==> config.mk <==
export PLATFORM = sky130hd
export DESIGN_NAME = host_irq_enable_and_id
export DESIGN_NICKNAME = d
export VERILOG_FILES = /design/src/rtl/host_irq_pkg.sv /design/src/rtl/host_irq_enable_and_id.sv
export SDC_FILE = /design/constraint.sdc
export NUM_CORES = 1
export LEC_CHECK = 0
export BUFFER_PORTS_ARGS = -buffer_cell sky130_fd_sc_hd__buf_2
export CAP_MARGIN = 20
export CELL_PAD_IN_SITES_DETAIL_PLACEMENT = 1
export CELL_PAD_IN_SITES_GLOBAL_PLACEMENT = 1
export CORE_MARGIN = 2
export CORE_UTILIZATION = 23
export DETAILED_ROUTE_END_ITERATION = 7
export PLACE_DENSITY_LB_ADDON = 0.1
export SLEW_MARGIN = 15
export SYNTH_ARGS = -nofsm -noshare
export SYNTH_HDL_FRONTEND = slang
export SYNTH_SLANG_ARGS = --single-unit
==> constraint.sdc <==
create_clock -name mclk_i -period 2.3 [get_ports mclk_i]
set_clock_uncertainty 0.1 [all_clocks]
set_input_delay 0.23 -clock mclk_i [delete_from_list [all_inputs] [get_ports mclk_i]]
set_output_delay 0.23 -clock mclk_i [all_outputs]
set_load 0.005 [all_outputs]
==> src/rtl/host_irq_pkg.sv <==
// Purpose: Shared constants for the interrupt enable and identity block
// Assumes: 8-bit command codes, 16-bit register data
// Notes: Command bit 7 set marks a write code

package host_irq_pkg;

  localparam int unsigned DATA_W = 16;
  localparam int unsigned CMD_W = 8;
  localparam int unsigned SRC_W = 7;

  // Command codes
  localparam logic [CMD_W-1:0] CMD_IRQ_EN_RD = 8'h25;
  localparam logic [CMD_W-1:0] CMD_IRQ_EN_WR = 8'hA5;
  localparam logic [CMD_W-1:0] CMD_ID_RD = 8'h27;
  localparam int unsigned CMD_WRITE_BIT = 7;

  // Enable field positions
  localparam int unsigned EN_SOF = 0;
  localparam int unsigned EN_ASYNC_LIST = 1;
  localparam int unsigned EN_XFER_DONE = 2;
  localparam int unsigned EN_OPREG = 4;
  localparam int unsigned EN_SUSPENDED = 5;
  localparam int unsigned EN_CLK_READY = 6;

  // Writable bits 6:4 and 2:0; the rest read as zero
  localparam logic [DATA_W-1:0] IRQ_EN_MASK = 16'h0077;
  localparam logic [DATA_W-1:0] IRQ_EN_RESET = 16'h0000;
  localparam logic [DATA_W-1:0] RD_IDLE = 16'h0000;

  // Identity fields: product in the upper byte, revision below
  localparam int unsigned ID_PRODUCT_LSB = 8;
  localparam int unsigned ID_VARIANT_BIT = 0;

  // Global interrupt enable position in the hardware config register
  localparam int unsigned HWCFG_GLOBAL_IRQ_BIT = 0;

endpackage

==> src/rtl/host_irq_enable_and_id.sv <==
// Purpose: Processor interrupt enable register, interrupt request gating,
//   start-of-frame suppression in suspend, and silicon identity register
// Assumes: Command port is driven by logic on mclk_i, one command a cycle
// Notes: Read data appears one cycle after the read command
//
// Operation
// Enable bit 6 lets the clock-ready flag drive the interrupt request.
// Enable bit 5 lets the host-suspended flag drive the interrupt request.
// Processor suspends the controller by writing the host control register; here suspend is a direct input, all_ports_suspended_i.
// No start-of-frame is emitted while all downstream devices are suspended.
// Enable bit 4 gates the operational register event interrupt.
// Enable bit 2 gates the end-of-transfer interrupt.
// Enable bit 1 gates the asynchronous-list interrupt.
// Enable bit 0 gates the start-of-frame interrupt.
// On start-of-frame, DMA reads DMA config first, then isochronous data.
// Identity register is 16-bit, read-only, read by command 27 hex.
// Identity upper byte is the product, lower byte the revision.
// Identity bit 0 is 0 on original and 1 on improved variants.
// All enables reset to zero so no interrupt request is raised.
// Each enable masks its flag; global enable bit gates the pin.
// Enable register read by command 25 hex, written by A5 hex.
// Reserved enable bits read zero and ignore writes.

`timescale 1ns/1ps
`default_nettype none

module host_irq_enable_and_id #(
  // Arbitrary identity values, not those of any real part
  parameter logic [7:0] PRODUCT_CODE = 8'h5A,
  parameter logic [7:0] REVISION_CODE = 8'h10,
  parameter bit IMPROVED_VARIANT = 1'b0
) (
  // Clock and reset
  input wire logic mclk_i,
  input wire logic srst_i,
  // Register command port
  input wire logic cmd_valid_i,
  input wire logic [host_irq_pkg::CMD_W-1:0] cmd_code_i,
  input wire logic [host_irq_pkg::DATA_W-1:0] wr_data_i,
  output logic rd_valid_o,
  output logic [host_irq_pkg::DATA_W-1:0] rd_data_o,
  // Interrupt sources and global enable
  input wire logic [host_irq_pkg::SRC_W-1:0] irq_flags_i,
  input wire logic [host_irq_pkg::DATA_W-1:0] hw_config_reg_i,
  output logic irq_o,
  output logic [host_irq_pkg::DATA_W-1:0] irq_enable_o,
  // Start-of-frame gating
  input wire logic sof_tick_i,
  input wire logic all_ports_suspended_i,
  output logic sof_emit_o
);
  import host_irq_pkg::*;

  logic [DATA_W-1:0] cpu_interrupt_enable_reg;
  logic [DATA_W-1:0] silicon_identity_value;
  logic [DATA_W-1:0] next_rd_data;
  logic [SRC_W-1:0] masked_flags;
  logic is_read;
  logic is_en_write;
  logic global_irq_en;

  // Decoding used by the write path, read path and checks
  function automatic logic cmd_is_write(input logic [CMD_W-1:0] code);
    return code[CMD_WRITE_BIT];
  endfunction

  assign is_read = cmd_valid_i && !cmd_is_write(cmd_code_i);
  assign is_en_write = cmd_valid_i && (cmd_code_i == CMD_IRQ_EN_WR);

  // Identity is a constant; bit 0 tells the variant apart
  always_comb begin
    silicon_identity_value = {PRODUCT_CODE, REVISION_CODE};
    silicon_identity_value[ID_VARIANT_BIT] = IMPROVED_VARIANT;
  end

  // Enable register; reserved bits never store
  always_ff @(posedge mclk_i) begin
    if (srst_i) begin
      cpu_interrupt_enable_reg <= IRQ_EN_RESET;
    end else if (is_en_write) begin
      cpu_interrupt_enable_reg <= wr_data_i & IRQ_EN_MASK;
    end
  end

  assign irq_enable_o = cpu_interrupt_enable_reg;

  // Read path, unknown read codes answer zero
  always_comb begin
    next_rd_data = RD_IDLE;
    if (is_read) begin
      unique case (cmd_code_i)
        CMD_IRQ_EN_RD: next_rd_data = cpu_interrupt_enable_reg;
        CMD_ID_RD: next_rd_data = silicon_identity_value;
        default: next_rd_data = RD_IDLE;
      endcase
    end
  end

  always_ff @(posedge mclk_i) begin
    if (srst_i) begin
      rd_valid_o <= 1'b0;
      rd_data_o <= RD_IDLE;
    end else begin
      rd_valid_o <= is_read;
      rd_data_o <= next_rd_data;
    end
  end

  // Each enable masks the flag in the same position
  always_comb begin
    masked_flags = irq_flags_i & cpu_interrupt_enable_reg[SRC_W-1:0];
    masked_flags[3] = 1'b0;
  end

  assign global_irq_en = hw_config_reg_i[HWCFG_GLOBAL_IRQ_BIT];

  // Registered so the pin is glitch free; one cycle of latency
  always_ff @(posedge mclk_i) begin
    if (srst_i) begin
      irq_o <= 1'b0;
    end else begin
      irq_o <= global_irq_en && (|masked_flags);
    end
  end

  // Suspend arrives directly on all_ports_suspended_i, not through host control writes;
  // here the frame marker is simply held back while all ports sleep
  always_ff @(posedge mclk_i) begin
    if (srst_i) begin
      sof_emit_o <= 1'b0;
    end else begin
      sof_emit_o <= sof_tick_i && !all_ports_suspended_i;
    end
  end
endmodule // host_irq_enable_and_id

`default_nettype wire

Word-level counts from Yosys, hierarchy flattened

Index checks and enable logic that the tools add are counted.

Register bits: 25
Bits in latches: 0
Bits in writable memories: 0
ROM bits: 0
Output and inout bits: 35
Memories kept: 0

Add/sub/neg operators: 0
Multiply operators: 0
Div/mod/pow operators: 0
$lt $le $gt $ge: 0
Equality and inequality tests: 3
Shifts and indexed selects: 0
Multiplexer cells: 1
Bitwise gates (word level): 2
Reductions and logical operators: 8

Operators with widths:

| cell                 | count |
|---|---|
| $pmux W15 S2         | 1 |
| $eq A8 B6 Y1 const B | 2 |
| $eq A8 B8 Y1 const B | 1 |
| $and A7 B7 Y7        | 1 |
| $reduce_or A6 Y1     | 1 |
| $logic_and A1 B1 Y1  | 4 |
| $logic_not A1 Y1     | 2 |
| $reduce_or A2 Y1     | 1 |
| $not A1 Y1           | 1 |

Depth between registers and ports, before layout

Gate-level depths: netlist of run 1.

Depth in word-level cells: 4
Mapped depth: 3
Mapped depth without buffers: 3

Least setup slack after synthesis of run 1

OpenSTA, ideal clock, no wires.

Path type: input to register
From: input cmd_code_i[6] (netlist name)
To: register cpu_interrupt_enable_reg[0], in the netlist irq_enable_o[0]
Library setup time: 0.072 ns
Arrival: 1.120 ns
Required time: 2.128 ns
Slack: 1.008 ns
Stages on the path: 3
Buffers on the path: 0
Path through: nand4bb_4 nor4_4 mux2i_1

Longest elaborated chain between the ends: 2

RTL lines:

| what                 | line                         | source |
|---|---|---|
| start, declared      | host_irq_enable_and_id.sv:38 | `input wire logic [host_irq_pkg::CMD_W-1:0] cmd_code_i,` |
| $eq A8 B8 Y1         | host_irq_enable_and_id.sv:68 | `assign is_en_write = cmd_valid_i && (cmd_code_i == CMD_IRQ_EN_WR);` |
| $logic_and A1 B1 Y1  | host_irq_enable_and_id.sv:68 |  |
| end signal, assigned | host_irq_enable_and_id.sv:81 | `cpu_interrupt_enable_reg <= wr_data_i & IRQ_EN_MASK;` |
| end, declared        | host_irq_enable_and_id.sv:54 | `logic [DATA_W-1:0] cpu_interrupt_enable_reg;` |

No other way between the ends.
A chain may end at the register's enable or synchronous reset.

Worst setup path after layout of run 1

Ends and elaborated chain as after synthesis.

==> metrics, run 1 <==
post-synthesis register bit count 16; Synth cell types 19; status finished, final reports clean; Synth top cells by count 19 x buf_4, 16 x dfxtp_1, 12 x nand2b_1, 6 x and2_1, 6 x mux2i_1; total CTS buffers 3; final setup violation count 0; setup TNS 0 ns; post-route DRC violation count 0; final hold slack 0.0468 ns; effective utilization at floorplan 23.7%; Routed wire per std cell 10.6 um; Clk Latency, worst-skew pair 0.29 ns; core footprint 3310 um^2; Die Area 3890 um^2; IR drop worst, VDD 0.124 mV; top-count cell post-synth buf_4; vias in the first global route 645; async set-reset flop share out of synthesis 0%; site row count 21; Die Ht 62.4 um; mapped cell area 785 um^2; antenna violations before repair 0; Area contributors post-synth dfxtp_1 41%, buf_4 18%, nand2b_1 9.6%; Worst slew margin 62.2%; critical path fanouts, max 6; Layout area overhead 29.8%; Worst Max-Slew Pin Slew 0.562 ns; Ant. Diodes 0; largest net degree at the start of global routing 16; DR iter-0 viols 12; Die Wd 62.4 um; Pwr per Cell Area 510 nW/um^2; maximum level of the CTS H-tree 1; element type at the critical path end register; Cells after Synth 77; Post-synth EDFFs 0; fin crit period 1.21 ns; synthesized area per cell 10.2 um^2; synth warn 0; Synth top area share 40.8%; Non-Filler Instances 167; GP Congestion 0.702; drt total wl 1.76 mm; fin crit share 52.8%; # fillers 416; total track usage 9.63%; area leader, netlist dfxtp_1; layout cell share with drive strength beyond 1 43.0%; PortBufs 44; CTS tree built; critical path class in -> reg; placed cell count 162; CTS Sinks 16; Post CTS Setup Buffer Count 0; placed wire-length estimate 1.43 mm; Main synth FF type dfxtp_1; maxcap violations 0; CTS max path bufs 2; startpoint types primary input; I/O pins 87; cell leakage power 0.498 nW; Reg clk slew, reported paths 0.10 ns; Final nets 174; final hold violation count 0; Vias 626; FMAX 823 MHz; DRT antenna net count 0; post-cts repair resize count 0; HP Class in -> reg; Layout Utilization 30.8%; RSZ-0062 raised after global routing no; first-pass GRT wire length 2.88 mm; Root Driver clkbuf_4; Remaining Overflow, GRT 0; Arr. time, crit path 1.34 ns; 1st-pass router iterations 2; Via density 3.75; Worst EP required 2.43 ns; sequential area share after synthesis 40.8%; final number of max-transition violations 0
## worst max-delay path: stages
cell,delay (ns)
buf_2,0.10
nand4bb_4,0.24
nor4_4,0.52
mux2i_1,0.25
## routing by layer
layer  GRT usage (%)  vias to the layer above  wire length [um]
li1                -                      304                 -
met1            9.50                      284               648
met2            16.1                       34               864
met3            4.32                        4               206
met4            6.67                        0                44
met5               0                        -                 0
## cell type report
cell class | instances | area, um^2 | area share, %
inverter | 3 | 11.3 | 1.11
tap | 46 | 57.6 | 5.65
sequential | 16 | 320 | 31.4
clock buffer | 4 | 36.3 | 3.56
multi-input combinational | 53 | 363 | 35.6
timing repair buffer | 45 | 230 | 22.6
## stage by stage
stage	setup WS, ns	total power [mW]	instance area [um^2]
floorplan	1.01	0.326	841
global placement	0.768	0.333	972
detailed placement	0.734	0.335	972
CTS	1.03	0.532	1020
global route	0.987	0.547	1020
finish	1.09	0.520	1020
## report_power, final
part | internal [mW] | leakage (nW) | switching (mW)
clock | 0.0964 | 0.0210 | 0.0941
combinational | 0.0261 | 0.347 | 0.0244
sequential | 0.278 | 0.129 | 0.000383
## cells by family (layout without fill, tap and decap cells)
logic type,Yosys count,count (layout),share of synthesized area [%]
other,1,16,0.478
DFF,16,16,40.8
buffers and inverters,23,52,20.1
muxes,6,6,7.66
AOI/OAI and AO/OA,5,5,4.94
and+or+nand+nor,26,26,26.0
## sequential cells by signal, summed over array words and instances, names as in the netlist
| name | flops |
|---|---|
| rd_data_o | 7 |
| irq_enable_o | 6 |
| irq_o | 1 |
| rd_valid_o | 1 |
| sof_emit_o | 1 |
## path summary, 6_finish.rpt
check                     start              end  slack [ns]  cells past startpoint
min reg2reg     irq_enable_o[5]  irq_enable_o[5]        0.41                      2
max               cmd_code_i[6]  irq_enable_o[0]        1.09                      4
min          hw_config_reg_i[0]            irq_o        0.05                      3
max reg2reg     irq_enable_o[4]            irq_o        1.38                      2
## cell usage in the layout, fill, tap and decap left out
cell type,n
clkbuf_4,3
a311oi_1,1
nor4_4,1
inv_1,3
nor2_1,1
nor3b_1,1
nand3b_1,1
nor3_1,1
dfxtp_1,16
or2_2,1
mux2i_1,6
and2_1,6
buf_2,44
nand2b_1,12
nand4bb_4,1
conb_1,16
dlygate4sd3_1,1
a22oi_1,3
clkbuf_8,1
nor4_2,1
o21a_1,1
## repair_timing
action                                 in CTS  in global routing
endpoints found under the hold margin       1                  0
setup endpoints to repair                   0                  0
hold buffers                                1                  0
(Power assumes the default switching activity.)
==> run 2, diff against run 1 <==
- ABC_AREA: not set -> 1
- CORE_UTILIZATION: 23 -> 21
- clock period: 2.3 -> 1.17 ns (I/O delays scaled with it)
==> metrics, run 2 <==
final setup violation count 0 (unchanged); post-synthesis register bit count 16 (unchanged); Reg clk slew, reported paths 0.06 ns (-0.04 ns); Crit path max-delay family flip-flops; Routed wire per std cell 9.63 um (-8.7%); final hold violation count 0 (unchanged); post-cts repair resize count 0 (unchanged); 1st-pass router iterations 4 (+2); Root Driver clkbuf_8; Post-synth EDFFs 0 (unchanged); HP Class in -> reg; Layout area overhead 32.2%; effective utilization at floorplan 22.2% (-1.5 points); DRT antenna net count 0 (unchanged); PortBufs 44 (unchanged); sequence of cells on the critical path buf_2; Biggest register rd_data_o; core footprint 3720 um^2 (+12%); sequential area share after synthesis 38.8% (-2.0 points); GP Congestion 0.719 (+2.4%); site row count 22 (+4.8%); RSZ-0062 raised after global routing no; vias in the first global route 771 (+20%); layout cell share with drive strength beyond 1 33.9% (-9.0 points); commonest non-fill, non-tap cell in the layout buf_2; critical path class reg -> out; Synth top area share 38.8% (-2.0 points); maxcap violations 0 (unchanged); placed wire-length estimate 1.72 mm (+20%); Ant. Diodes 0 (unchanged); Seq. cell area 320 um^2 (unchanged); Die Wd 66.7 um (+6.8%); Register-to-Register Setup Slack 0.20 ns (-1.18 ns); max reg flops 7 (unchanged); Pwr per Cell Area 974 nW/um^2 (+91%); setup TNS 0 ns (unchanged); Synth top cells by count 25 x nor2_1, 22 x nand2_1, 19 x buf_4, 16 x dfxtp_1, 15 x inv_1; Die Area 4440 um^2 (+14%); Via density 3.71 (-1.1%); Remaining Overflow, GRT 0 (unchanged); largest net degree at the start of global routing 9 (-7); synthesized area per cell 6.93 um^2 (-32%); total track usage 9.81% (+0.17 points); drt total wl 2.05 mm (+16%); Cells after Synth 119 (+55%); Worst EP required 0.95 ns (-1.48 ns); FMAX 1010 MHz; slowest cell on the critical path dfxtp_1; maximum level of the CTS H-tree 1 (unchanged); Arr. time, crit path 0.77 ns (-0.57 ns); Final nets 219 (+26%); Placement Cell Area 1020 um^2 (+4.8%); fin crit share 84.5%; Die Ht 66.7 um (+6.8%); first-pass GRT wire length 3.39 mm (+17%); IR drop worst, VDD 0.307 mV (+150%); critical path fanouts, max 4 (-2); area of the multi-input gates 350 um^2 (-3.4%); antenna violations before repair 0 (unchanged); most frequent cells in the layout 44 x buf_2, 25 x nor2_1, 22 x nand2_1; cell leakage power 0.608 nW (+22%); final hold slack 0.0294 ns (-0.0174 ns); status finished, final reports clean; CTS tree built; DR iter-0 viols 6 (-6); top-count cell post-synth nor2_1; synth warn 0 (unchanged); post-route DRC violation count 0 (unchanged); mapped cell area 825 um^2 (+5.1%); Main synth FF type dfxtp_1; area leader, netlist dfxtp_1; final number of max-transition violations 0 (unchanged); CTS Sinks 16 (unchanged); fin crit period 0.989 ns; crit-path max cell delay 0.39 ns (-0.13 ns); finished layout cell area 1090 um^2 (+7.0%); Synth cell types 14 (-5); element type at the critical path end output pin; startpoint types register; CTS max path bufs 2 (unchanged); Clk Latency, worst-skew pair 0.24 ns (-0.05 ns); async set-reset flop share out of synthesis 0% (unchanged); Area contributors post-synth dfxtp_1 39%, buf_4 17%, nor2_1 11%; worst path bufs/invs 1 (unchanged); I/O pins 87 (unchanged); Vias 790 (+26%); # fillers 495 (+19%); total CTS buffers 3 (unchanged)
==> run 2: cell count changes in the layout (fill, tap and decap cells not counted), moves of 3 or more <==
cell / before / now
a22oi_1: 3 / 0
and2_1: 6 / 0
clkbuf_4: 3 / 0
inv_1: 3 / 15
inv_2: 0 / 3
mux2i_1: 6 / 0
nand2_1: 0 / 22
nand2b_1: 12 / 0
nand3_1: 0 / 10
nor2_1: 1 / 25
==> run 2: repair_timing <==
| item | in CTS | in global routing |
|---|---|---|
| hold buffers | 3 | 0 |
| hold endpoints to repair | 2 | 0 |
| buffers inserted | 0 | 0 |
==> run 2: cells by family (layout without fill, tap and decap cells) <==
family,after synthesis,count (layout),share of synthesized area (%)
AND/OR/NAND/NOR,63,63,33.7
AO/OA/AOI/OAI,2,2,1.52
other,1,16,0.455
buffers and inverters,37,68,25.5
flip-flops,16,16,38.8
==> run 2: layer usage <==
layer	up-vias	track usage, %	part of all wire, %
li1	414	-	-
met1	340	11.3	42
met2	36	17.4	49
met3	0	1.69	8.7
met4	0	4.59	0
met5	-	0	0
==> run 2: metrics by stage <==
| step | power (mW) | util [%] | cells | setup slack (ns) |
|---|---|---|---|---|
| global route | 1.13 | 29.3 | 213 | 0.0721 |
| global placement | 0.667 | 27.4 | 207 | 0.115 |
| finish | 1.06 | 29.3 | 213 | 0.181 |
| floorplan | 0.652 | - | 134 | 0.332 |
| CTS | 1.08 | 29.3 | 213 | 0.170 |
| detailed placement | 0.671 | 27.4 | 207 | 0.0586 |
==> run 2: area by class of cell <==
type,instances,share of cell area [%]
well taps,48,5.51
multi-input cells,81,32.1
clock buffers,3,3.79
flip-flops and latches,16,29.4
repair buffers,47,23.0
inverters,18,6.20
==> run 2: where the power goes <==
part | switching (mW) | internal [mW]
combinational | 0.0645 | 0.0519
sequential | 0.000990 | 0.548
clock | 0.169 | 0.227
total | 0.234 | 0.828
==> run 2: final timing paths <==
path	startpoint	end	cells after the start
worst max register to register	irq_enable_o[4]	irq_o	4
worst max-delay path	irq_enable_o[5]	irq_enable_o[5]	1
worst min register to register	irq_enable_o[6]	rd_data_o[6]	2
worst min-delay path	hw_config_reg_i[0]	irq_o	3
==> run 2: worst reg2reg max path: cells and delay by family, from the launching register on <==
| kind | cells | cell delay [ns] |
|---|---|---|
| flip-flops | 1 | 0.34 |
| AND/OR/NAND/NOR | 3 | 0.24 |
| AO/OA/AOI/OAI | 1 | 0.19 |
==> run 3, diff against run 2 <==
- ABC_AREA: 1 -> 0
- CORE_UTILIZATION: 21 -> 19
- clock period: 1.17 -> 0.9 ns (I/O delays scaled with it)
==> metrics, run 3 (synthesis results as in run 1) <==
site row count 23 (+4.5%); Root Driver clkbuf_8; fin crit share 109%; fin crit period 0.983 ns; final hold violation count 1 (+1); Pint 1.20 mW (+45%); Vias 692 (-12%); PortBufs 44 (unchanged); Register-to-Register Setup Slack 0 ns (-0.20 ns); commonest non-fill, non-tap cell in the layout buf_2; drt total wl 1.98 mm (-3.6%); Non-Filler Instances 193 (-9.4%); Post-CTS Hold Buffers 7 (+4); CTS tree built; Placement Cell Area 1060 um^2 (+4.1%); switching power 307 uW (+31%); final number of max-transition violations 0 (unchanged); Clock power frac 41.0% (+3.7 points); DR iter-0 viols 20 (+14); Ant. Diodes 0 (unchanged); placed cell count 177 (-14%); Remaining Overflow, GRT 0 (unchanged); vias in the first global route 668 (-13%); Clk Latency, worst-skew pair 0.24 ns (about the same); first-pass GRT wire length 2.97 mm (-12%); critical path fanouts, max 2 (-2); cell leakage power 0.646 nW (+6.2%); Pwr Total 1.51 mW (+42%); critical path class reg -> out; combinational cell fraction of total power 12.1% (+1.1 points); IR drop worst, VDD 0.392 mV (+28%); CTS max path bufs 2 (unchanged); Biggest register rd_data_o; element type at the critical path end output pin; DRT antenna net count 0 (unchanged); final setup violation count 16 (+16); FMAX 1020 MHz; # fillers 478 (-3.4%); Pwr per Cell Area 1100 nW/um^2 (+13%); Via density 3.59 (-3.3%); Die Ht 68.3 um (+2.4%); GP Congestion 0.630 (-12%); post-route DRC violation count 0 (unchanged); status finished with violations; Setup WS post-layout -0.0829 ns (-0.264 ns); largest net degree at the start of global routing 15 (+6); most frequent cells in the layout 31 x buf_2, 20 x buf_6, 16 x conb_1; Reg power frac 46.9% (-4.8 points); 1st-pass router iterations 2 (-2); Worst EP required 0.71 ns (-0.24 ns); total track usage 8.66% (-1.1 points); Die Wd 68.3 um (+2.4%); layout cell share with drive strength beyond 1 55.2% (+21 points); Net Sw Frac 20.4% (-1.7 points); Die Area 4660 um^2 (+4.8%); finished layout cell area 1370 um^2 (+26%); placed wire-length estimate 1.56 mm (-9.4%); effective utilization at floorplan 19.6% (-2.6 points); total CTS buffers 3 (unchanged); Arr. time, crit path 0.79 ns (+0.02 ns); setup TNS -0.669 ns (-0.669 ns); maximum level of the CTS H-tree 1 (unchanged); maxcap violations 0 (unchanged); Final nets 196 (-11%); startpoint types register; final hold slack -0.0186 ns (-0.0480 ns); Routed wire per std cell 10.2 um (+6.4%); I/O pins 87 (unchanged); Reg clk slew, reported paths 0.06 ns (about the same); RSZ-0062 raised after global routing yes; CTS Sinks 16 (unchanged); failing checks hold timing, setup timing; antenna violations before repair 0 (unchanged); Layout area overhead 75.0%; max reg flops 7 (unchanged); core footprint 4000 um^2 (+7.6%); HP Class in -> reg
[run 3: final cells by class]
cell class / instances / area [um^2] / share of cell area [%]
Multi-Input combinational cell: 53 / 392 / 28.5
Clock buffer: 4 / 55.1 / 4.01
Sequential cell: 16 / 334 / 24.3
Tap cell: 50 / 62.6 / 4.56
Inverter: 3 / 11.3 / 0.820
Timing Repair Buffer: 67 / 518 / 37.7
[run 3: routing by layer]
layer  vias up  GRT usage [%]  part of all wire, %
met1       306           11.4                   43
li1        350              -                    -
met2        34           14.2                   48
met4         0           3.75                  1.4
met3         2          0.987                  7.5
met5         -              0                    0
[run 3: worst paths after layout]
path                                          from         endpoint  cells past startpoint
worst max-delay path               irq_enable_o[5]  irq_enable_o[5]                      2
worst min-delay path            hw_config_reg_i[0]            irq_o                      3
worst min register to register     irq_enable_o[6]     rd_data_o[6]                      1
worst max register to register     irq_enable_o[1]            irq_o                      3
[run 3: worst max-delay path, cell delays in order (launching register included)]
cell and delay [ns]:
dfxtp_2 0.33, buf_6 0.12, buf_6 0.10
[run 3: through the flow]
stage / util (%) / hold WS, ns / setup WS, ns
3_5_place_dp: 26.5 / 0.157 / -0.342
2_1_floorplan: - / 0.0661 / -0.252
3_3_place_gp: 26.5 / 0.153 / -0.333
6_report: 34.3 / -0.0186 / -0.0829
4_1_cts: 32.8 / -0.0259 / -0.0922
5_1_grt: 34.3 / -0.00810 / -0.115
[run 3: what timing repair did]
action / CTS / global route
gates resized for setup: 24 / 11
endpoints found under the hold margin: 7 / 1
endpoints found under the setup margin: 24 / 25
pin swaps: 1 / 2
setup buffers: 5 / 1
[run 3: power by group through the flow]
stage / clock [mW] / combinational [mW] / sequential (mW)
3_5_place_dp: 0 / 0.138 / 0.729
5_1_grt: 0.682 / 0.200 / 0.707
2_1_floorplan: 0 / 0.105 / 0.730
3_3_place_gp: 0 / 0.137 / 0.729
6_report: 0.618 / 0.182 / 0.707
4_1_cts: 0.652 / 0.172 / 0.712
